[config.mk]
export PLATFORM = sky130hd
export DESIGN_NAME = rtgc_dev_flat
export DESIGN_NICKNAME = d
export VERILOG_FILES = /design/src/rtgc_if.sv /design/src/rtgc_dev.sv /design/src/flat_wrapper.sv
export VERILOG_INCLUDE_DIRS = /design/src
export SDC_FILE = /design/constraint.sdc
export NUM_CORES = 1
export LEC_CHECK = 0
export BUFFER_PORTS_ARGS = -buffer_cell sky130_fd_sc_hd__clkbuf_2
export CORE_MARGIN = 2
export CORE_UTILIZATION = 48
export DETAILED_ROUTE_END_ITERATION = 7
export PLACE_DENSITY = 0.78
export SLEW_MARGIN = 20
export SYNTH_ARGS = -nofsm -noshare
export SYNTH_HDL_FRONTEND = slang
export SYNTH_SLANG_ARGS = --single-unit
export TNS_END_PERCENT = 30
[constraint.sdc]
create_clock -name clk_i -period 2.34 [get_ports clk_i]
set_input_delay 0.468 -clock clk_i [delete_from_list [all_inputs] [get_ports clk_i]]
set_output_delay 0.468 -clock clk_i [all_outputs]
set_load 0.05 [all_outputs]
[src/rtgc_cfg.svh]
// Register offsets, field positions, reset values and timing counts of the gain-code block
`ifndef RTGC_CFG_SVH
`define RTGC_CFG_SVH
`define RTGC_OFF_RX_GAIN 8'h09
`define RTGC_OFF_TX_GAIN 8'h0a
`define RTGC_OFF_SRC_SEL 8'h0b
`define RTGC_OFF_TX_ROUTE 8'h0e
`define RTGC_OFF_CTRL 8'h20
`define RTGC_OFF_STATUS 8'h21
`define RTGC_BIT_SPI_EN 6
`define RTGC_BIT_SEL_TX 6
`define RTGC_BIT_SEL_RX 5
`define RTGC_BIT_SW_STROBE 3
`define RTGC_BIT_NIB_EN 2
`define RTGC_BIT_MAP3 1
`define RTGC_BIT_CONV_OUT 0
`define RTGC_BIT_CLK_INV 1
`define RTGC_BIT_CLK_DIS 0
`define RTGC_RX_GAIN_RST 6'h00
`define RTGC_TX_GAIN_RST 6'h00
`define RTGC_SRC_SEL_FD_RST 8'h04
`define RTGC_SRC_SEL_HD_RST 8'h20
`define RTGC_PCLK_HALF 4
`endif

[src/rtgc_if.sv]
// Pin-level link between the gain-code device end and the baseband controller end
interface rtgc_if;
  logic full_duplex;
  logic port_clock_out;
  logic [5:0] tx_nibble;
  logic transmit_nibble_phase;
  logic shared_strobe_pin;
  logic [4:0] direct_gain_low;
  logic transmit_quiet_n;
  logic [7:0] spi_addr;
  logic [7:0] spi_wdata;
  logic spi_we;
  logic spi_re;
  logic [7:0] spi_rdata;
  modport dev (input full_duplex, tx_nibble, transmit_nibble_phase, shared_strobe_pin,
    direct_gain_low, transmit_quiet_n, spi_addr, spi_wdata, spi_we, spi_re,
    output port_clock_out, spi_rdata);
  modport ctl (output full_duplex, tx_nibble, transmit_nibble_phase, shared_strobe_pin,
    direct_gain_low, transmit_quiet_n, spi_addr, spi_wdata, spi_we, spi_re,
    input port_clock_out, spi_rdata);
endinterface

[src/rtgc_dev.sv]
// Device end: receive amplifier and transmit attenuator gain-code registers
`include "rtgc_cfg.svh"
module rtgc_dev #(
  parameter int PCLK_HALF = `RTGC_PCLK_HALF
) (
  // Clock and reset
  input wire logic clk_i,
  input wire logic rst_n_i,
  // Link to controller
  rtgc_if.dev lnk,
  // Gain outputs toward analog stages
  output logic [5:0] rx_code_o,
  output logic [2:0] rx_stage1_o,
  output logic [2:0] rx_stage2_o,
  output logic [2:0] rx_stage3_o,
  output logic [3:0] tx_conv_o,
  output logic [1:0] tx_amp_o,
  // Nibble data toward interpolation filter
  output logic [5:0] filt_nibble_o,
  output logic filt_valid_o
);
  logic [1:0] mode_s, strb_s, ph_s;
  logic [5:0] nib_s1, nib_s2;
  logic [4:0] dg_s1, dg_s2;
  logic fd;
  logic [5:0] rx_q, tx_q;
  logic rx_en_q, tx_en_q;
  logic [7:0] sel_q, route_q, ctrl_q;
  logic [7:0] sel_eff;
  logic sel_set_q, clk_on_q, clk_inv_q;
  logic [7:0] rdata_q;
  logic [$clog2(PCLK_HALF+1)-1:0] div_q;
  logic pclk_q, pclk_out_q, sample_edge;
  logic [5:0] direct_gain_port;
  logic [5:0] rx_eff;

  // Two-flop synchronisers on the mode, strobe, phase, nibble and direct-gain pins; register port is not synchronised; mode is a strap but still async
  always_ff @(posedge clk_i or negedge rst_n_i) begin
    if (!rst_n_i) begin
      mode_s <= 2'h0;
      strb_s <= 2'h0;
      ph_s <= 2'h0;
      nib_s1 <= 6'h00;
      nib_s2 <= 6'h00;
      dg_s1 <= 5'h00;
      dg_s2 <= 5'h00;
    end else begin
      mode_s <= {mode_s[0], lnk.full_duplex};
      strb_s <= {strb_s[0], lnk.shared_strobe_pin};
      ph_s <= {ph_s[0], lnk.transmit_nibble_phase};
      nib_s1 <= lnk.tx_nibble;
      nib_s2 <= nib_s1;
      dg_s1 <= lnk.direct_gain_low;
      dg_s2 <= dg_s1;
    end
  end
  assign fd = mode_s[1];
  // Shared pin is strobe in full-duplex and bit five of the direct port otherwise
  assign direct_gain_port = {strb_s[1], dg_s2};

  // Nibble-rate port clock made by a divider; edge pulse marks the sampling edge
  always_ff @(posedge clk_i or negedge rst_n_i) begin
    if (!rst_n_i) begin
      div_q <= '0;
      pclk_q <= 1'b0;
      clk_on_q <= 1'b0;
      clk_inv_q <= 1'b0;
    end else if (div_q == ($clog2(PCLK_HALF+1))'(PCLK_HALF - 1)) begin
      div_q <= '0;
      pclk_q <= ~pclk_q;
      // Enable and invert change only at a half-period boundary, so no runt levels
      clk_on_q <= fd && !ctrl_q[`RTGC_BIT_CLK_DIS];
      clk_inv_q <= ctrl_q[`RTGC_BIT_CLK_INV];
    end else begin
      div_q <= div_q + 1'b1;
    end
  end
  // Inverting the output flips the sampling edge too, since both ports use it
  assign sample_edge = (div_q == ($clog2(PCLK_HALF+1))'(PCLK_HALF - 1)) &&
    (pclk_q == clk_inv_q);
  always_ff @(posedge clk_i or negedge rst_n_i) begin
    if (!rst_n_i) begin
      pclk_out_q <= 1'b0;
    end else begin
      pclk_out_q <= clk_on_q && (pclk_q ^ clk_inv_q);
    end
  end
  assign lnk.port_clock_out = pclk_out_q;

  // Receive gain register: SPI, nibble port or direct port
  always_ff @(posedge clk_i or negedge rst_n_i) begin
    if (!rst_n_i) begin
      rx_q <= `RTGC_RX_GAIN_RST;
      rx_en_q <= 1'b0;
    end else if (lnk.spi_we && lnk.spi_addr == `RTGC_OFF_RX_GAIN) begin
      rx_en_q <= lnk.spi_wdata[`RTGC_BIT_SPI_EN];
      if (lnk.spi_wdata[`RTGC_BIT_SPI_EN]) begin
        rx_q <= lnk.spi_wdata[5:0];
      end
    end else if (fd && sel_eff[`RTGC_BIT_NIB_EN] && sample_edge && !ph_s[1] &&
      (strb_s[1] || sel_eff[`RTGC_BIT_SW_STROBE])) begin
      rx_q <= nib_s2;
    end else if (sel_eff[`RTGC_BIT_SEL_RX] && !fd) begin
      rx_q <= direct_gain_port;
    end else if (sel_eff[`RTGC_BIT_SEL_RX] && fd) begin
      rx_q <= {1'b0, dg_s2};
    end
  end

  // Transmit gain register: SPI or direct port
  always_ff @(posedge clk_i or negedge rst_n_i) begin
    if (!rst_n_i) begin
      tx_q <= `RTGC_TX_GAIN_RST;
      tx_en_q <= 1'b0;
    end else if (lnk.spi_we && lnk.spi_addr == `RTGC_OFF_TX_GAIN) begin
      tx_en_q <= lnk.spi_wdata[`RTGC_BIT_SPI_EN];
      if (lnk.spi_wdata[`RTGC_BIT_SPI_EN]) begin
        tx_q <= lnk.spi_wdata[5:0];
      end
    end else if (sel_eff[`RTGC_BIT_SEL_TX]) begin
      tx_q <= fd ? {1'b0, dg_s2} : direct_gain_port;
    end
  end

  // Configuration registers; source-select default depends on mode strap
  always_ff @(posedge clk_i or negedge rst_n_i) begin
    if (!rst_n_i) begin
      sel_q <= `RTGC_SRC_SEL_HD_RST;
      sel_set_q <= 1'b0;
      route_q <= 8'h00;
      ctrl_q <= 8'h00;
    end else if (lnk.spi_we && lnk.spi_addr == `RTGC_OFF_SRC_SEL) begin
      sel_q <= lnk.spi_wdata;
      sel_set_q <= 1'b1;
    end else if (lnk.spi_we && lnk.spi_addr == `RTGC_OFF_TX_ROUTE) begin
      route_q <= lnk.spi_wdata;
    end else if (lnk.spi_we && lnk.spi_addr == `RTGC_OFF_CTRL) begin
      ctrl_q <= lnk.spi_wdata;
    end else if (lnk.spi_we && lnk.spi_addr == `RTGC_OFF_STATUS) begin
      sel_q <= sel_q;
    end
  end
  // Until software writes the select register its default follows the mode strap,
  // which a reset branch cannot read since the strap only arrives through the synchroniser
  assign sel_eff = sel_set_q ? sel_q :
    (fd ? `RTGC_SRC_SEL_FD_RST : `RTGC_SRC_SEL_HD_RST);

  // Read data one cycle after the strobe; code visible only while access enabled
  always_ff @(posedge clk_i or negedge rst_n_i) begin
    if (!rst_n_i) begin
      rdata_q <= 8'h00;
    end else if (lnk.spi_re) begin
      unique case (lnk.spi_addr)
        `RTGC_OFF_RX_GAIN: rdata_q <= {1'b0, rx_en_q, rx_en_q ? rx_q : 6'h00};
        `RTGC_OFF_TX_GAIN: rdata_q <= {1'b0, tx_en_q, tx_en_q ? tx_q : 6'h00};
        `RTGC_OFF_SRC_SEL: rdata_q <= sel_eff;
        `RTGC_OFF_TX_ROUTE: rdata_q <= route_q;
        `RTGC_OFF_CTRL: rdata_q <= ctrl_q;
        `RTGC_OFF_STATUS: rdata_q <= {6'h00, strb_s[1], fd};
        default: rdata_q <= 8'h00;
      endcase
    end else begin
      rdata_q <= 8'h00;
    end
  end
  assign lnk.spi_rdata = rdata_q;

  // Half-duplex 3-bit mapping scales the low code bits into 8 dB steps
  assign rx_eff = (!fd && sel_eff[`RTGC_BIT_MAP3]) ? {rx_q[2:0], 3'h0} : rx_q;

  // Gain lookup table: fill stage 1, then 2, then 3 in 8-code slices
  always_ff @(posedge clk_i or negedge rst_n_i) begin
    if (!rst_n_i) begin
      rx_code_o <= `RTGC_RX_GAIN_RST;
      rx_stage1_o <= 3'h0;
      rx_stage2_o <= 3'h0;
      rx_stage3_o <= 3'h0;
    end else begin
      rx_code_o <= rx_eff;
      rx_stage1_o <= (rx_eff > 6'h07) ? 3'h7 : rx_eff[2:0];
      rx_stage2_o <= (rx_eff > 6'h0f) ? 3'h7 : (rx_eff > 6'h07 ? rx_eff[2:0] : 3'h0);
      rx_stage3_o <= (rx_eff > 6'h0f) ? 3'((rx_eff - 6'h10) >> 3) : 3'h0;
    end
  end

  // Transmit attenuation split: converter 0.5 dB steps, amplifier 6 dB steps
  always_ff @(posedge clk_i or negedge rst_n_i) begin
    if (!rst_n_i) begin
      tx_conv_o <= 4'h0;
      tx_amp_o <= 2'h0;
    end else begin
      tx_conv_o <= tx_q[3:0];
      tx_amp_o <= route_q[`RTGC_BIT_CONV_OUT] ? 2'h0 : tx_q[5:4];
    end
  end

  // Strobe low forwards nibbles to the filter on each sampling edge
  always_ff @(posedge clk_i or negedge rst_n_i) begin
    if (!rst_n_i) begin
      filt_nibble_o <= 6'h00;
      filt_valid_o <= 1'b0;
    end else begin
      filt_valid_o <= fd && sample_edge && !strb_s[1];
      filt_nibble_o <= nib_s2;
    end
  end
endmodule // rtgc_dev

[src/flat_wrapper.sv]
// flat-port wrapper written by rule: the top's interface ports become plain ports
module rtgc_dev_flat 
#(
  parameter int PCLK_HALF = `RTGC_PCLK_HALF
)
  (clk_i, rst_n_i, rx_code_o, rx_stage1_o, rx_stage2_o, rx_stage3_o, tx_conv_o, tx_amp_o, filt_nibble_o, filt_valid_o, lnk_full_duplex, lnk_tx_nibble, lnk_transmit_nibble_phase, lnk_shared_strobe_pin, lnk_direct_gain_low, lnk_transmit_quiet_n, lnk_spi_addr, lnk_spi_wdata, lnk_spi_we, lnk_spi_re, lnk_port_clock_out, lnk_spi_rdata);
  rtgc_if lnk_i ();
  input wire logic clk_i;
  input wire logic rst_n_i;
  output logic [5:0] rx_code_o;
  output logic [2:0] rx_stage1_o;
  output logic [2:0] rx_stage2_o;
  output logic [2:0] rx_stage3_o;
  output logic [3:0] tx_conv_o;
  output logic [1:0] tx_amp_o;
  output logic [5:0] filt_nibble_o;
  output logic filt_valid_o;
  input wire logic [$bits(lnk_i.full_duplex)-1:0] lnk_full_duplex;
  input wire logic [$bits(lnk_i.tx_nibble)-1:0] lnk_tx_nibble;
  input wire logic [$bits(lnk_i.transmit_nibble_phase)-1:0] lnk_transmit_nibble_phase;
  input wire logic [$bits(lnk_i.shared_strobe_pin)-1:0] lnk_shared_strobe_pin;
  input wire logic [$bits(lnk_i.direct_gain_low)-1:0] lnk_direct_gain_low;
  input wire logic [$bits(lnk_i.transmit_quiet_n)-1:0] lnk_transmit_quiet_n;
  input wire logic [$bits(lnk_i.spi_addr)-1:0] lnk_spi_addr;
  input wire logic [$bits(lnk_i.spi_wdata)-1:0] lnk_spi_wdata;
  input wire logic [$bits(lnk_i.spi_we)-1:0] lnk_spi_we;
  input wire logic [$bits(lnk_i.spi_re)-1:0] lnk_spi_re;
  output wire logic [$bits(lnk_i.port_clock_out)-1:0] lnk_port_clock_out;
  output wire logic [$bits(lnk_i.spi_rdata)-1:0] lnk_spi_rdata;
  assign lnk_i.full_duplex = lnk_full_duplex;
  assign lnk_i.tx_nibble = lnk_tx_nibble;
  assign lnk_i.transmit_nibble_phase = lnk_transmit_nibble_phase;
  assign lnk_i.shared_strobe_pin = lnk_shared_strobe_pin;
  assign lnk_i.direct_gain_low = lnk_direct_gain_low;
  assign lnk_i.transmit_quiet_n = lnk_transmit_quiet_n;
  assign lnk_i.spi_addr = lnk_spi_addr;
  assign lnk_i.spi_wdata = lnk_spi_wdata;
  assign lnk_i.spi_we = lnk_spi_we;
  assign lnk_i.spi_re = lnk_spi_re;
  assign lnk_port_clock_out = lnk_i.port_clock_out;
  assign lnk_spi_rdata = lnk_i.spi_rdata;
  rtgc_dev #(.PCLK_HALF(PCLK_HALF)) u_core (.clk_i(clk_i), .rst_n_i(rst_n_i), .lnk(lnk_i), .rx_code_o(rx_code_o), .rx_stage1_o(rx_stage1_o), .rx_stage2_o(rx_stage2_o), .rx_stage3_o(rx_stage3_o), .tx_conv_o(tx_conv_o), .tx_amp_o(tx_amp_o), .filt_nibble_o(filt_nibble_o), .filt_valid_o(filt_valid_o));
endmodule
======== Word level (Yosys, flattened, before mapping) ========
Index checks and enable logic that the tools add are counted.
word-level totals
  flip-flop bits (word level) ............. 110
  input bits .............................. 35
  output and inout port bits .............. 37
  word-level logic and storage cells ...... 96
operators by class
  add/sub/neg operators ................... 2
  magnitude comparators ................... 2
  equal/unequal tests ..................... 10
  multiplexer cells ....................... 21
  bitwise operators ....................... 4
  reductions and logical operators ........ 28
operators by type and width
  cell                                                           count
  2-to-1 mux 6 bit                                               12
  one-hot mux 8 bit (6 select lines)                             1
  equality test 8 x 4 -> 1 bit, second input constant            4
  logical AND 1 bit                                              17
  equality test 8 x 6 -> 1 bit, second input constant            2
  2-to-1 mux 8 bit                                               2
  2-to-1 mux 3 bit                                               5
  greater-than comparator 6 x 3 -> 1 bit, second input constant  1
  greater-than comparator 6 x 4 -> 1 bit, second input constant  1
  AND reduction 2 bit                                            3
  subtractor 6 x 5 -> 6 bit, second input constant               1
  zero test 1 bit                                                4
  inequality test 2 bit, second input constant                   2
  nonzero test 4 bit                                             1
  adder 3 x 1 -> 3 bit, second input constant                    1
  equality test 3 x 2 -> 1 bit, second input constant            1
  NOT 1 bit                                                      3
  AND reduction 3 bit                                            1
  2-to-1 mux 2 bit                                               1
  nonzero test 2 bit                                             1
  equality test 1 bit                                            1
  logical OR 1 bit                                               1
  bitwise XOR 1 bit                                              1

======== Logic depth before layout (Yosys ltp) ========
Gate-level depths: netlist of run 1.
  depth after elaboration ................. 8
  mapped depth ............................ 7
  gate-level depth less buffers ........... 6

======== Least setup slack after synthesis of run 1 ========
OpenSTA, ideal clock, no wires.
  path type ............................... input to register
  from .................................... input port lnk_spi_addr[4]
  to ...................................... register u_core.sel_q[0]
  arrival ................................. 1.745 ns
  data required time ...................... 2.215 ns
  setup slack ............................. 0.471 ns
  stages on the path ...................... 5
  path buffers ............................ 1
  cells stage by stage .................... or3_4 -> nor3_2 -> and3_1 -> buf_4 -> mux2_2
between the ends
  longest elaborated chain between the ends .. 2
ends and longest elaborated chain
  element                                        line                text
  start: declaration                             flat_wrapper.sv:24  input wire logic [$bits(lnk_i.spi_addr)-1:0] lnk_spi_addr;
  equality test 8 x 4 -> 1 bit (no source line)  n/a
  logical AND 1 bit (no source line)             n/a
  end signal: assignment                         rtgc_dev.sv:128     sel_q <= `RTGC_SRC_SEL_HD_RST;
  end signal: assignment                         rtgc_dev.sv:133     sel_q <= lnk.spi_wdata;
  end signal: assignment                         rtgc_dev.sv:140     sel_q <= sel_q;
  end: declaration                               rtgc_dev.sv:28      logic [7:0] sel_q, route_q, ctrl_q;
No other way between the ends.
A chain may end at the register's enable or synchronous reset.

======== Worst setup path in the final report of run 1 ========
  from .................................... register u_core.sel_set_q
  to ...................................... register u_core.rx_stage1_o[0]
between the ends
  longest elaborated chain between the ends .. 5
ends and longest elaborated chain
  element                                 line             text
  start: declaration                      rtgc_dev.sv:30   logic sel_set_q, clk_on_q, clk_inv_q;
  start signal: assignment                rtgc_dev.sv:129  sel_set_q <= 1'b0;
  start signal: assignment                rtgc_dev.sv:134  sel_set_q <= 1'b1;
  2-to-1 mux 8 bit                        rtgc_dev.sv:145  assign sel_eff = sel_set_q ? sel_q :
  logical AND 1 bit                       rtgc_dev.sv:169  assign rx_eff = (!fd && sel_eff[`RTGC_BIT_MAP3]) ? {rx_q[2:0], 3'h0} : rx_q;
  2-to-1 mux 6 bit                        rtgc_dev.sv:169
  named net u_core.rx_eff[3]              rtgc_dev.sv:35   logic [5:0] rx_eff;
  greater-than comparator 6 x 3 -> 1 bit  rtgc_dev.sv:180  rx_stage1_o <= (rx_eff > 6'h07) ? 3'h7 : rx_eff[2:0];
  2-to-1 mux 3 bit                        rtgc_dev.sv:180
  end signal: assignment                  rtgc_dev.sv:180
  end: declaration                        rtgc_dev.sv:13   output logic [2:0] rx_stage1_o,
The timed path passes the listed nets, and every way through them passes these cells.

==> flow_summary.json, run 1 <==
{
  "drc": 0,
  "arrival_ps": 2130,
  "cts_num_sinks": 110,
  "numPortBuffers": 70,
  "post-dp-hpwl_um": 6190,
  "min_period_ps": 1880,
  "track_usage_pct": 18.6,
  "final_hold_viol_count": 0,
  "switchingPower_w": 0.00112,
  "cellPowerDensity_nw_per_um2": 778,
  "status": "completed",
  "pwr-share-clk_pct": 29.1,
  "antenna_left": 0,
  "synth_cell_types": 53,
  "drv_cap": 0,
  "tns_ps": 0,
  "syn2layout_area_growth_pct": 17.6,
  "hold_path.class": "in2async",
  "synthArstFlopShare_pct": 100,
  "h-tree-depth": 3,
  "p_comb_share_pct": 15.4,
  "synth.area.top_cells": "dfrtp_1 (64%), mux2_2 (8.8%), mux2i_1 (4.2%)",
  "floorplan.die_area_um2": 9610,
  "clk_path_buf_depth": 2,
  "dr.pass1.iters": 4,
  "fin_cells": 501,
  "synthesis.area_um2": 4250,
  "synth_seq_area_share_pct": 64.9,
  "antenna-diode-count": 0,
  "synthCells": 305,
  "tritoncts": "yes",
  "cts_buffers": 9,
  "ios": 72,
  "yosysTopAreaCell": "dfrtp_1",
  "yosysMostFrequentCell": "dfrtp_1",
  "avgSynthCellArea_um2": 13.9,
  "start_util_pct": 49.2,
  "cts_hold_buf": 0,
  "clockRootBuffer": "clkbuf_8",
  "grt_pass1_vias": 2810,
  "worstMarginPinSlew_ps": 490,
  "fmax_mhz": 533,
  "synth_edf_count": 0,
  "core_um2": 8640,
  "fin_worst_skew_ps": 10.0,
  "fin_total_pwr_w": 0.00388,
  "grt_overflow": 0,
  "die_w_um": 98.0,
  "seqPwrFrac_pct": 55.5,
  "drt-vias-per-instance": 5.35,
  "num_vias": 2681,
  "grt_pass1_wl_um": 13900,
  "worstSetupPathType": "reg2reg",
  "die_h_um": 98.0,
  "row_count": 34,
  "postCtsSetupRepairBufs": 0,
  "end_kind": "flip-flop",
  "grt_max_degree": 50,
  "ctsResizeCount": 0,
  "switching_share_pct": 28.9,
  "synthesis.nets": 341,
  "antenna_found_initial": 0,
  "crit_fanout": 12,
  "ys_warn_count": 0,
  "clk_pin_slew_worst_paths_ps": 100,
  "rsz0062_at_grt": "no",
  "internal_power_w": 0.00276,
  "finalNetCount": 425,
  "setup_violations": 0,
  "drt_iter0_drc": 158,
  "routabilityCongestion": 0.862,
  "dpl_cell_area_um2": 4790,
  "ir_worst_vdd_uv": 508,
  "relSlewSlack_pct": 67.3,
  "wl_um": 8310,
  "dp.cells": 486,
  "startpoint_type": "flip-flop",
  "p_leak_nw": 2.42,
  "ys_ff_latch": 110,
  "synth_ff_type": "dfrtp_1",
  "stdcell_area_um2": 4990,
  "synth_top_area_share_pct": 64.2,
  "synth_common_cells": "dfrtp_1 (109), mux2_2 (33), nand2_1 (19)",
  "slew_viol_final": 0,
  "insertion_delay_ps": 360,
  "finalCritPeriodShare_pct": 80.2,
  "required_ps": 2590,
  "drive_above_1_share_pct": 36.6,
  "drt-wirelength-per-cell_um": 16.6
}
[routing by layer]
metal	routed length, µm	global-route usage, %
met1	3620	25.7
met2	4050	29.3
met3	579	4.87
met4	61	5.34
met5	0	0
[sequential cells by signal, summed over array words and instances (netlist names), 6 cells and up]
| register | cells |
|---|---|
| u_core.nib_s2 | 6 |
| u_core.nib_s1 | 6 |
| u_core.tx_q | 6 |
| u_core.rx_q | 6 |
| u_core.sel_q | 8 |
| u_core.lnk.spi_rdata | 8 |
| u_core.filt_nibble_o | 6 |
| u_core.route_q | 8 |
| u_core.rx_code_o | 6 |
| u_core.ctrl_q | 8 |
[power groups by stage]
| stage | combinational [W] | clock (W) | sequential [W] |
|---|---|---|---|
| finish | 0.000599 | 0.00113 | 0.00215 |
| global route | 0.000645 | 0.00126 | 0.00217 |
| CTS | 0.000607 | 0.00117 | 0.00215 |
| detailed placement | 0.000604 | 0 | 0.00219 |
| global placement | 0.000591 | 0 | 0.00219 |
| floorplan | 0.000184 | 0 | 0.00239 |
[cells in the final DEF, fill, tap and decap left out, types with 2 or more instances in the layout]
master,count
a31oi_1,2
nand3b_1,2
o22a_1,5
nor3_2,2
clkinv_4,3
and3_1,3
a222oi_1,4
clkbuf_8,10
inv_1,4
and3b_1,3
nor3b_1,2
clkbuf_2,69
nand3_1,4
mux2_2,33
and2_1,4
a21o_1,5
and2b_2,2
nand2b_1,2
o21ai_0,7
mux2i_1,18
nor3_1,2
a22oi_1,2
a32oi_1,5
o21a_1,6
or3_1,3
a21oi_1,6
nor2_1,13
buf_4,12
nand2_1,19
nor2b_1,8
dfrtp_1,109
[critical path, stage by stage, from the launching register on]
cell and delay (ps):
dfrtp_1 660, nand3_1 360, mux2_2 410, or3_1 350
[metrics by stage]
step	hold WS (ps)	util (%)	setup WS (ps)
final	43.2	57.8	463
after global routing	52.0	57.8	350
after CTS	47.9	57.8	476
after detailed placement	335	55.4	227
after global placement	333	55.4	265
after floorplan	172	-	471
[cells by family (layout without fill, tap and decap cells)]
group	after synthesis	in the layout	share of synthesized area, %
AO/OA/AOI/OAI	51	51	9.40
XOR/XNOR	2	2	0.413
adder cells (fa/ha/maj)	1	1	0.295
buffers and inverters	13	101	1.53
flip-flops	110	110	64.9
multiplexers	52	52	13.3
AND/OR/NAND/NOR	76	76	10.2
[area by class of cell]
type	count	area, µm²
Clock buffer	10	138
Tap cell	108	135
Inverter	4	15.0
Clock inverter	5	67.6
Sequential cell	110	2750
Fill cell	732	3640
Multi-Input combinational cell	182	1430
Timing Repair Buffer	82	455
[final timing paths]
kind | end | start | cells past startpoint | slack [ps]
setup / recovery | u_core.rx_stage1_o[0] | u_core.sel_set_q | 3 | 460
hold / removal | u_core.dg_s1[0] | rst_n_i | 1 | 40
setup reg to reg | u_core.rx_stage1_o[0] | u_core.sel_set_q | 3 | 460
hold reg to reg | u_core.dg_s2[1] | u_core.dg_s1[1] | 0 | 360
max in group asynchronous | u_core.strb_s[1] | rst_n_i | 2 | 1670
min in group clk_i | u_core.nib_s1[2] | lnk_tx_nibble[2] | 1 | 210
Power figures use the tool's default switching activity.
==> inputs of run 2 (changes only) <==
clock period = 1.82 ns   (was 2.34 ns; I/O delays follow)
==> flow_summary.json, run 2 (synthesized netlist as in run 1, its figures left out) <==
{
  "status": "completed",
  "cellPowerDensity_nw_per_um2": 952,
  "startpoint_type": "flip-flop",
  "final_util_pct": 59.2,
  "cpMostUsedCell": "mux2i_1",
  "drt_iter0_drc": 227,
  "syn2layout_area_growth_pct": 20.5,
  "seqPwrFrac_pct": 56.8,
  "grt_max_degree": 47,
  "finalNetCount": 441,
  "max_stage_delay_ps": 370,
  "post-dp-hpwl_um": 6280,
  "postCtsSetupRepairBufs": 0,
  "p_comb_share_pct": 16.4,
  "holdCritStartpoint": "lnk_tx_nibble[3]",
  "final_cell_mix": "dfrtp_1 (109), clkbuf_2 (69), mux2_2 (33), buf_4 (24), nand2_1 (19)",
  "tns_ps": 0,
  "clk_pin_slew_worst_paths_ps": 100,
  "r2r_start": "u_core.div_q[0]",
  "slew_viol_final": 0,
  "h-tree-depth": 3,
  "ios": 72,
  "pwr-share-clk_pct": 26.9,
  "hold_path.class": "in2reg",
  "internal_power_w": 0.00339,
  "switching_share_pct": 30.3,
  "rsz0062_at_grt": "no",
  "start_util_pct": 49.2,
  "drc": 0,
  "clockRootBuffer": "clkbuf_8",
  "cts_num_sinks": 110,
  "final_hold_viol_count": 0,
  "die_w_um": 98.0,
  "routabilityCongestion": 0.868,
  "switchingPower_w": 0.00147,
  "antenna_found_initial": 0,
  "tritoncts": "yes",
  "cts_buffers": 9,
  "grt_pass1_vias": 2844,
  "drt-vias-per-instance": 5.35,
  "fmax_mhz": 586,
  "relSlewSlack_pct": 69.5,
  "row_count": 34,
  "arrival_ps": 1960,
  "p_leak_nw": 2.48,
  "insertion_delay_ps": 370,
  "track_usage_pct": 18.9,
  "worstMarginPinSlew_ps": 457,
  "drv_cap": 0,
  "startpoint": "u_core.div_q[0]",
  "clk_path_buf_depth": 2,
  "fin_total_pwr_w": 0.00487,
  "drive_above_1_share_pct": 38.9,
  "worstSetupPathType": "reg2reg",
  "finalCritPeriodShare_pct": 93.8,
  "end_kind": "flip-flop",
  "numPortBuffers": 70,
  "antenna-diode-count": 0,
  "ir_worst_vdd_uv": 713,
  "crit_path_cell_trace": "ha_1, nor2b_4, nand3_2, a2111oi_4, buf_6, mux2i_1, mux2i_1",
  "crit_fanout": 8,
  "setup_violations": 0,
  "required_ps": 2070,
  "crit_buf_inv": 1,
  "grt_overflow": 0,
  "core_um2": 8640,
  "critPathSlowestCell": "dfrtp_1",
  "dr.pass1.iters": 4,
  "drt-wirelength-per-cell_um": 16.3,
  "die_h_um": 98.0,
  "final_common_cell": "dfrtp_1",
  "min_period_ps": 1710,
  "fin_worst_skew_ps": 7.88,
  "num_vias": 2768,
  "antenna_left": 0,
  "crit_family": "flip-flops",
  "floorplan.die_area_um2": 9610,
  "wl_um": 8410,
  "grt_pass1_wl_um": 14200
}
-- run 2: cell types whose count changed in the layout (fill, tap and decap cells not counted), sizes merged --
cell,delta
buf,+15
clkinv,-2
inv,+2
bufinv,-1
clkinvlp,+1
dlygate4sd3,+1
-- run 2: routing by layer --
metal,up-vias,GRT usage (%),wire (µm)
met5,-,0,0
met4,0,6.94,150
met3,16,4.22,514
met2,91,29.1,3940
met1,1374,26.7,3810
li1,1287,-,-
-- run 2: path summary, 6_finish.rpt --
path	end	slack (ps)	cells past startpoint
worst max-delay path	u_core.rx_q[0]	110	7
worst min-delay path	u_core.nib_s1[3]	90	1
worst max register to register	u_core.rx_q[0]	110	7
worst min register to register	u_core.dg_s2[1]	360	0
max in group asynchronous	u_core.sel_q[5]	780	3
min in group asynchronous	u_core.nib_s1[4]	460	2
-- run 2: repair_timing --
action	4_1_cts	5_1_grt
gates resized for setup	0	2
hold endpoints to repair	29	0
hold buffers	1	0
endpoints found under the setup margin	0	2
-- run 2: power by group through the flow --
stage | logic (W) | clock network [W] | registers (W)
after floorplan | 0.000236 | 0 | 0.00307
after global placement | 0.000788 | 0 | 0.00280
after detailed placement | 0.000803 | 0 | 0.00281
after CTS | 0.000807 | 0.00136 | 0.00276
after global routing | 0.000857 | 0.00145 | 0.00279
final | 0.000798 | 0.00131 | 0.00276
-- run 2: through the flow --
| step | worst slack, ps | cells | area [µm²] | hold WS, ps |
|---|---|---|---|---|
| after floorplan | 36.0 | 305 | 4250 | 68.4 |
| after global placement | -50.2 | 501 | 4920 | 315 |
| after detailed placement | -81.4 | 501 | 4920 | 322 |
| after CTS | 76.8 | 517 | 5100 | 76.6 |
| after global routing | 0.977 | 517 | 5110 | 71.0 |
| final | 112 | 517 | 5110 | 92.3 |
-- run 2: layout make-up --
class,count,area (µm²)
Clock buffer,10,128
Clock inverter,5,42.5
Fill cell,722,3520
Inverter,4,15.0
Multi-Input combinational cell,182,1430
Sequential cell,110,2750
Tap cell,108,135
Timing Repair Buffer,98,607
-- run 2: worst reg2reg max path: cells and delay by family (launching register included) --
kind	cells	cell delay (ps)
compound gates	1	300
fa+ha+maj	1	160
buf+inv	1	200
flops	1	370
mux	2	300
simple gates	2	260
